===== config.mk =====
export PLATFORM = sky130hd
export DESIGN_NAME = smmsm_core
export DESIGN_NICKNAME = d
export VERILOG_FILES = /design/src/design/smmsm_pkg.sv /design/src/design/smmsm_selftest.sv /design/src/design/smmsm_core.sv
export SDC_FILE = /design/constraint.sdc
export NUM_CORES = 1
export LEC_CHECK = 0
export BUFFER_PORTS_ARGS = -buffer_cell sky130_fd_sc_hd__buf_2
export CELL_PAD_IN_SITES_DETAIL_PLACEMENT = 0
export CELL_PAD_IN_SITES_GLOBAL_PLACEMENT = 2
export CORE_MARGIN = 1.5
export CORE_UTILIZATION = 25
export CTS_CLUSTER_DIAMETER = 60
export DETAILED_ROUTE_END_ITERATION = 10
export PLACE_DENSITY_LB_ADDON = 0.12
export SLEW_MARGIN = 20
export SYNTH_ARGS = -nofsm -noshare
export SYNTH_HDL_FRONTEND = slang
export SYNTH_HIERARCHICAL = 1
export SYNTH_SLANG_ARGS = --single-unit

===== constraint.sdc =====
create_clock -name mclk -period 2.8 [get_ports mclk]
set_clock_uncertainty 0.15 [all_clocks]
set_input_delay 0.56 -clock mclk [delete_from_list [all_inputs] [get_ports mclk]]
set_output_delay 0.56 -clock mclk [all_outputs]
set_load 0.05 [all_outputs]

===== src/design/smmsm_pkg.sv =====
// ==========================================================
// Package of the safety module mode and state machine
// ==========================================================
package smmsm_pkg;

  // ========================================================
  // Register map
  // ========================================================
  localparam logic [7:0]  CTRL_OFS       = 8'h00;
  localparam logic [7:0]  STAT_OFS       = 8'h04;
  localparam int          CTRL_CFG_ENTER = 0;
  localparam int          CTRL_CFG_EXIT  = 1;
  localparam int          CTRL_PASS_CMD  = 2;
  localparam logic        CTRL_PASS_RST  = 1'h0;
  localparam int          STAT_ST_LSB    = 0;
  localparam int          STAT_BITS_LSB  = 8;
  localparam int          STAT_PARAM_OK  = 16;
  localparam int          STAT_TEST_DONE = 17;

  // ========================================================
  // Timing
  // ========================================================
  localparam int CLK_PERIOD_NS = 8;
  localparam int SELFTEST_NS   = 2000;
  // A least time, so the cycle count rounds up.
  localparam int SELFTEST_CYC  =
    (SELFTEST_NS + CLK_PERIOD_NS - 1) / CLK_PERIOD_NS;

  // ========================================================
  // Mode codes
  // ========================================================
  localparam logic [1:0] MODE_STARTUP  = 2'h0;
  localparam logic [1:0] MODE_RUN      = 2'h1;
  localparam logic [1:0] MODE_FAILSAFE = 2'h2;
  localparam logic [1:0] MODE_CONFIG   = 2'h3;

  // ========================================================
  // Types
  // ========================================================
  typedef enum logic [2:0] {
    ST_STARTUP,
    ST_CONFIG,
    ST_FAILSAFE,
    ST_OPER,
    ST_SAFE_ACK,
    ST_SAFE_PASS,
    ST_SAFE_REINT,
    ST_SAFE_CMD
  } smmsm_state_t;

  typedef struct packed {
    logic oaReq;
    logic fvActivated;
    logic deviceFault;
    logic opModeCodeHi;
    logic opModeCodeLo;
    logic localAckRequestFlag;
    logic linkAckRequestFlag;
    logic safeStateFlag;
  } smmsm_status_t;

endpackage


===== src/design/smmsm_selftest.sv =====
`timescale 1ns/1ns
// ==========================================================
// Start-up hardware initialisation and self-test timer
// ==========================================================
module smmsm_selftest #(
  parameter int CYC = smmsm_pkg::SELFTEST_CYC
) (
  input  wire logic mclk,
  input  wire logic srst,
  input  wire logic start,
  output logic      done
);

  localparam int CW = $clog2(CYC + 1);

  typedef struct packed {
    logic [CW-1:0] cnt;
    logic          done;
  } smmsm_test_t;

  smmsm_test_t r;
  smmsm_test_t n;

  always_comb begin
    n = r;
    if (start) begin
      n.cnt  = '0;
      n.done = 1'b0;
    end else if (!r.done) begin
      if (r.cnt == CW'(CYC - 1)) begin
        n.done = 1'b1;
      end else begin
        n.cnt = r.cnt + 1'b1;
      end
    end
  end

  // Reset restarts the test, so power-up always runs it once.
  always_ff @(posedge mclk) begin
    if (srst) begin
      r <= '0;
    end else begin
      r <= n;
    end
  end

  assign done = r.done;

endmodule


===== src/design/smmsm_core.sv =====
// Chosen here: the address map and the plain strobed port.
`timescale 1ns/1ns
// ==========================================================
// Mode and state machine of the safety module
// ==========================================================
// Function
// - Start-up, config, fail-safe modes; oper plus four safe states.
// - Link configured: stay in start-up until valid parameters arrive.
// - Enter config from any mode or state but fail-safe, only while not modulating.
// - Configuration mode goes on to start-up mode, or to fail-safe on fatal error.
// - Ack request set only in the safe state awaiting acknowledgement.
// - Fail-safe-value flag set in safe states; channels forced zero.
// - Device fault bit is one exactly in fail-safe mode.
// - Start-up entry runs init and self-test before parameters count.
// - After parameters, wait for the host to open safety communication.
// - Stay in start-up while parameters fail or pend, or link pends.
// - Start-up reports 0,1,0, mode 00, ack flags 0, state flag 1.
// - Operational needs running link, no errors; reports 0,0,0, mode 01.
module smmsm_core #(
  parameter int NCH     = 8,
  parameter int TST_CYC = smmsm_pkg::SELFTEST_CYC
) (
  input  wire logic                    mclk,
  input  wire logic                    srst,
  input  wire logic [7:0]              regAddr,
  input  wire logic [31:0]             regWdata,
  input  wire logic                    regWr,
  input  wire logic                    regRd,
  output logic [31:0]                  regRdata,
  input  wire logic                    linkConfigured,
  input  wire logic                    paramValid,
  input  wire logic                    paramFail,
  input  wire logic                    commRunning,
  input  wire logic                    commError,
  input  wire logic                    appError,
  input  wire logic                    fatalError,
  input  wire logic                    modulating,
  input  wire logic                    localAck,
  input  wire logic                    linkAck,
  input  wire logic                    autoAck,
  input  wire logic                    localAckAvail,
  input  wire logic                    linkAckAvail,
  input  wire logic                    oaC,
  input  wire logic [NCH-1:0]          chIn,
  output logic [NCH-1:0]               chOut,
  output smmsm_pkg::smmsm_status_t     status
);

  // ========================================================
  // State
  // ========================================================
  typedef struct packed {
    smmsm_pkg::smmsm_state_t  st;
    logic                     paramOk;
    logic                     linkAckD;
    logic                     cfgReq;
    logic                     cfgExit;
    logic                     passCmd;
    logic [NCH-1:0]           chOut;
    smmsm_pkg::smmsm_status_t stat;
    logic [31:0]              rdata;
  } smmsm_core_t;

  smmsm_core_t r;
  smmsm_core_t n;
  logic        testStart;
  logic        testDone;
  logic        wrCtrl;
  logic        cfgSet;
  logic        cfgTaken;
  logic        reintAck;
  logic        noErr;
  logic [NCH-1:0] chPass;

  // ========================================================
  // Status decode
  // ========================================================
  function automatic smmsm_pkg::smmsm_status_t decode(
    input smmsm_pkg::smmsm_state_t st,
    input logic                    locAv,
    input logic                    lnkAv
  );
    smmsm_pkg::smmsm_status_t s;
    logic [1:0]               m;
    s = '0;
    m = smmsm_pkg::MODE_RUN;
    case (st)
      smmsm_pkg::ST_STARTUP: begin
        m = smmsm_pkg::MODE_STARTUP;
        s.fvActivated   = 1'b1;
        s.safeStateFlag = 1'b1;
      end
      smmsm_pkg::ST_CONFIG: begin
        m = smmsm_pkg::MODE_CONFIG;
        s.fvActivated   = 1'b1;
        s.safeStateFlag = 1'b1;
      end
      smmsm_pkg::ST_FAILSAFE: begin
        m = smmsm_pkg::MODE_FAILSAFE;
        s.deviceFault   = 1'b1;
        s.fvActivated   = 1'b1;
        s.safeStateFlag = 1'b1;
      end
      smmsm_pkg::ST_OPER: begin
        m = smmsm_pkg::MODE_RUN;
      end
      smmsm_pkg::ST_SAFE_ACK: begin
        s.oaReq         = 1'b1;
        s.fvActivated   = 1'b1;
        s.safeStateFlag = 1'b1;
      end
      smmsm_pkg::ST_SAFE_REINT: begin
        s.fvActivated         = 1'b1;
        s.safeStateFlag       = 1'b1;
        s.localAckRequestFlag = locAv;
        s.linkAckRequestFlag  = lnkAv;
      end
      smmsm_pkg::ST_SAFE_PASS,
      smmsm_pkg::ST_SAFE_CMD: begin
        s.fvActivated   = 1'b1;
        s.safeStateFlag = 1'b1;
      end
      default: begin
        s.fvActivated   = 1'b1;
        s.safeStateFlag = 1'b1;
      end
    endcase
    s.opModeCodeHi = m[1];
    s.opModeCodeLo = m[0];
    return s;
  endfunction

  // ========================================================
  // Self-test timer
  // ========================================================
  smmsm_selftest #(
    .CYC (TST_CYC)
  ) u_test (
    .mclk  (mclk),
    .srst  (srst),
    .start (testStart),
    .done  (testDone)
  );

  // Every fresh entry into start-up reruns the test.
  assign testStart = (n.st == smmsm_pkg::ST_STARTUP) &&
                     (r.st != smmsm_pkg::ST_STARTUP);

  // ========================================================
  // Channel gating
  // ========================================================
  // Gating uses the next fail-safe flag so that channels and
  // status change in the same cycle.
  for (genvar i = 0; i < NCH; i++) begin : g_ch
    assign chPass[i] = chIn[i] & ~n.stat.fvActivated;
  end

  // ========================================================
  // Next state
  // ========================================================
  assign wrCtrl  = regWr && (regAddr == smmsm_pkg::CTRL_OFS);
  assign cfgSet  = wrCtrl && regWdata[smmsm_pkg::CTRL_CFG_ENTER];
  assign noErr   = commRunning && !commError && !appError;
  // Link acknowledge counts only on its rising edge.
  assign reintAck = localAck || autoAck || (linkAck && !r.linkAckD);

  always_comb begin
    n          = r;
    n.rdata    = 32'h0;
    n.linkAckD = linkAck;
    n.cfgExit  = wrCtrl && regWdata[smmsm_pkg::CTRL_CFG_EXIT];
    cfgTaken   = 1'b0;
    if (wrCtrl) begin
      n.passCmd = regWdata[smmsm_pkg::CTRL_PASS_CMD];
    end

    // Parameters are only gathered while in start-up.
    if (r.st == smmsm_pkg::ST_STARTUP) begin
      if (paramFail) begin
        n.paramOk = 1'b0;
      end else if (paramValid && testDone) begin
        n.paramOk = 1'b1;
      end
    end

    case (r.st)
      smmsm_pkg::ST_STARTUP: begin
        // Host opens the link; we only watch it run.
        if (linkConfigured && r.paramOk && testDone &&
            noErr) begin
          n.st = smmsm_pkg::ST_OPER;
        end
      end
      smmsm_pkg::ST_CONFIG: begin
        if (r.cfgExit) begin
          n.st = smmsm_pkg::ST_STARTUP;
        end
      end
      smmsm_pkg::ST_FAILSAFE: begin
        // Left only by reset or power cycle.
        n.st = smmsm_pkg::ST_FAILSAFE;
      end
      smmsm_pkg::ST_OPER: begin
        if (commError || !commRunning) begin
          n.st = smmsm_pkg::ST_SAFE_PASS;
        end else if (appError) begin
          n.st = smmsm_pkg::ST_SAFE_REINT;
        end else if (r.passCmd) begin
          n.st = smmsm_pkg::ST_SAFE_CMD;
        end
      end
      smmsm_pkg::ST_SAFE_PASS: begin
        if (commRunning && !commError) begin
          n.st = smmsm_pkg::ST_SAFE_ACK;
        end
      end
      smmsm_pkg::ST_SAFE_ACK: begin
        if (commError || !commRunning) begin
          n.st = smmsm_pkg::ST_SAFE_PASS;
        end else if (oaC && !appError) begin
          n.st = smmsm_pkg::ST_OPER;
        end
      end
      smmsm_pkg::ST_SAFE_REINT: begin
        if (commError || !commRunning) begin
          n.st = smmsm_pkg::ST_SAFE_PASS;
        end else if (!appError && reintAck) begin
          n.st = smmsm_pkg::ST_OPER;
        end
      end
      smmsm_pkg::ST_SAFE_CMD: begin
        if (commError || !commRunning) begin
          n.st = smmsm_pkg::ST_SAFE_PASS;
        end else if (!r.passCmd && noErr) begin
          n.st = smmsm_pkg::ST_OPER;
        end
      end
      default: begin
        n.st = smmsm_pkg::ST_STARTUP;
      end
    endcase

    // Configuration outranks every other move but fatal error.
    if (r.st != smmsm_pkg::ST_CONFIG && r.st != smmsm_pkg::ST_FAILSAFE
        && r.cfgReq && !modulating) begin
      n.st     = smmsm_pkg::ST_CONFIG;
      cfgTaken = 1'b1;
    end
    if (r.st == smmsm_pkg::ST_CONFIG) begin
      cfgTaken = 1'b1;
    end
    if (fatalError) begin
      n.st = smmsm_pkg::ST_FAILSAFE;
    end

    // A request written in the cycle it is consumed survives.
    n.cfgReq = cfgSet || (r.cfgReq && !cfgTaken);

    if (testStart) begin
      n.paramOk = 1'b0;
    end

    n.stat  = decode(n.st, localAckAvail && !autoAck,
                     linkAckAvail && !autoAck);
    n.chOut = chPass;

    // Read data stand only in the cycle after the strobe.
    if (regRd) begin
      case (regAddr)
        smmsm_pkg::CTRL_OFS: begin
          n.rdata[smmsm_pkg::CTRL_PASS_CMD] = r.passCmd;
          n.rdata[smmsm_pkg::CTRL_CFG_ENTER] = r.cfgReq;
        end
        smmsm_pkg::STAT_OFS: begin
          n.rdata[smmsm_pkg::STAT_ST_LSB +: 3] = r.st;
          n.rdata[smmsm_pkg::STAT_BITS_LSB +: 8] = r.stat;
          n.rdata[smmsm_pkg::STAT_PARAM_OK] = r.paramOk;
          n.rdata[smmsm_pkg::STAT_TEST_DONE] = testDone;
        end
        default: begin
          n.rdata = 32'h0;
        end
      endcase
    end
  end

  // ========================================================
  // Registers
  // ========================================================
  always_ff @(posedge mclk) begin
    if (srst) begin
      r         <= '0;
      r.st      <= smmsm_pkg::ST_STARTUP;
      r.passCmd <= smmsm_pkg::CTRL_PASS_RST;
      r.stat    <= decode(smmsm_pkg::ST_STARTUP, 1'b0, 1'b0);
      r.chOut   <= '0;
    end else begin
      r <= n;
    end
  end

  assign regRdata = r.rdata;
  assign chOut    = r.chOut;
  assign status   = r.stat;

endmodule


==> key figures <==
Timing
  – Hold Vio Cnt, Final: 0
  – Setup TNS: 0 ps
  – Final min period: about 2400 ps
  – Period utilization: 0.839
  – Relative slew slack: 0.610
  – RSZ-0062 raised after global routing: no
  – # setup viols final: 0
  – Final setup margin: between 400 and 500 ps
  – Fmax: 425 MHz
  – Worst-margin pin slew: 583 ps
  – Max-slew violation count: 0

Worst setup path
  – CP arrival: roughly 2400 ps
  – CP endpoint kind: flop
  – CP Data Required Time: about 2800 ps
  – CP max FO: 8
  – Crit start category: flop
  – CP Class: reg2reg

Routing
  – Residual DRC: 0
  – Total Wirelength: between 4000 and 5000 um
  – Routed len/inst: 12.7 um
  – DR pass1 iterations: 4
  – Vias: 1617
  – Post-DRT Antenna Nets: 0
  – Vias per std cell: roughly 4.2
  – DR iter-0 viols: 35

Logic synthesis
  – Largest family of logic cells by synthesized area: simple AND/OR/NAND/NOR gates
  – XOR/XNOR Fraction of Synth Area: 0.0118
  – Post-Syn Instances: about 230
  – Seq/Total Area, Yosys: 0.396
  – Synth Area in Compound Gates: 0.119
  – Flops & latches, synth: 44
  – Post-synthesis mux area share: 0.0236
  – Yosys warnings: 6
  – Post-synth top flop: dfxtp_1
  – Synthesized area per cell: 9.50 um2
  – Adder and majority gate portion of the synthesized area: 0.0113
  – Post-synth cell types: 56
  – Synth Cell Area: approximately 0.0022 mm2
  – Asr flop ratio synth: 0
  – Number of enable flip-flop cells after synthesis: 0
  – Post-Synth Simple-Gate Area: 0.247

Cells and area
  – Filler cells: about 950
  – Most common cell after layout, fill and taps aside: buf_2
  – Area occupied by registers: approximately 900 um2
  – Final nets: ~350
  – Multi-input logic area: around 990 um2
  – Layout cells sized above 1: 0.337
  – Commonest cells after routing, fill and taps aside: buf_2 (65), dfxtp_1 (44), nor2_1 (20)
  – Area growth from synthesis to layout: 12.2%
  – Diode count: 0

Placed design
  – Dpl ws: roughly 300 ps
  – Post-DP HPWL: approximately 3800 um
  – RePlAce Congestion: between 0.7 and 0.8
  – IO Port Bufs: 65

Worst hold path
  – Tightest Hold Check Type: in2reg

Floorplan
  – Initial core utilization: 0.256
  – Die ar.: between 0.009 and 0.01 mm2
  – Die width: roughly 100 um
  – Core area: 0.00868 mm2
  – Io pins: 114
  – Die height: 97.3 um
  – Site row count: 34

Clocking
  – Worst-Skew Late Latency: around 290 ps
  – Clock Sinks: between 40 and 50
  – Postcts setup bufs: 0
  – H-tree levels: 2
  – Clock Tree Root: clkbuf_8
  – Worst-case clock buffer depth: 2
  – Cts repair resizes: 0
  – # hold bufs at CTS: 0
  – Worst-path clk slew: 90 ps
  – TritonCTS clock tree: done
  – TritonCTS buffer count: 5

Power
  – Worst IR Drop VDD: 0.000168 V
  – Total power per unit cell area: between 500 and 600 mW/mm2
  – LEAKAGE: roughly 1.2 nW

Run
  – Max cap viols: 0

Outcome
  – Status: completed

GRT
  – Vias in the first global route: roughly 1500
  – Largest net degree at the start of global routing: 15
  – Total global-route track usage: 0.105
  – Initial antenna violation count: 0
  – GRT overflow: 0
  – First-pass GRT wire length: 7880 um
-- worst max-delay path, cell delays in order (launching register included) --
cell	delay (ps)
dfxtp_1	500
and4bb_4	290
o22ai_1	210
nand3_1	160
nor4_1	400
or2_2	240
nor2_1	50
mux2_2	250
-- layer usage --
| metal | global-route usage | part of all wire | vias up |
|---|---|---|---|
| met2 | 0.159 | 0.43 | 45 |
| met4 | 0.0330 | 0.010 | 0 |
| li1 | - | - | 829 |
| met1 | 0.147 | 0.51 | 738 |
| met5 | 0 | 0 | - |
| met3 | 0.0273 | 0.048 | 5 |
-- sequential cells by signal, indices dropped and copies added (netlist names) --
register and flops:
u_test/done 1, r 8, status 7, u_test/r 8
chOut 8, regRdata 12
-- cell families after synthesis --
logic type,count (synthesis)
AND/OR/NAND/NOR,90
AO/OA/AOI/OAI,31
adder cells (fa/ha/maj),2
buffers and inverters,58
flip-flops,44
multiplexers,5
XOR/XNOR,3
other,1
-- per-stage QoR --
step | instance area [um2] | std cells | hold WS [ps] | utilization | power, W
global placement | 2400 | 379 | 284 | 0.277 | 0.000859
floorplan | 2290 | 252 | 281 | - | 0.000832
global route | 2490 | 387 | 299 | 0.287 | 0.00132
detailed placement | 2400 | 379 | 293 | 0.277 | 0.000860
CTS | 2490 | 387 | 300 | 0.287 | 0.00129
finish | 2490 | 387 | 302 | 0.287 | 0.00126
-- where the power goes --
group	switching [W]	internal [W]	total (W)	leakage, nW
combinational	0.000136	0.0000573	0.000194	0.769
sequential	0.0000123	0.000638	0.000650	0.357
clock	0.000224	0.000197	0.000421	0.0510
-- cell usage after synthesis, types with 4 or more instances --
master,number,share of area
buf_4,48,0.16
nand3_1,5,0.011
dfxtp_1,44,0.40
nor2_1,20,0.034
and3_1,9,0.025
a21oi_1,7,0.016
nand2b_1,7,0.020
nand2_1,7,0.012
inv_1,5,0.0084
and2_1,10,0.028
o21ai_0,4,0.0090
-- cell type report --
class,instances,share of cell area
flip-flops and latches,44,0.353
well taps,108,0.0542
repair buffers,72,0.152
multi-input cells,150,0.396
inverters,5,0.00753
clock buffers,6,0.0331
clock inverters,2,0.00401
-- worst paths after layout --
| check | from | end | slack (ps) | depth (start not counted) |
|---|---|---|---|---|
| setup / recovery | r[53] | u_test/r[2] | 450 | 7 |
| hold reg to reg | status[2] | regRdata[10] | 310 | 1 |
| hold / removal | paramFail | r[52] | 300 | 2 |
| setup reg to reg | r[53] | u_test/r[2] | 450 | 7 |
No activity file was read; power rests on OpenSTA's default activity.
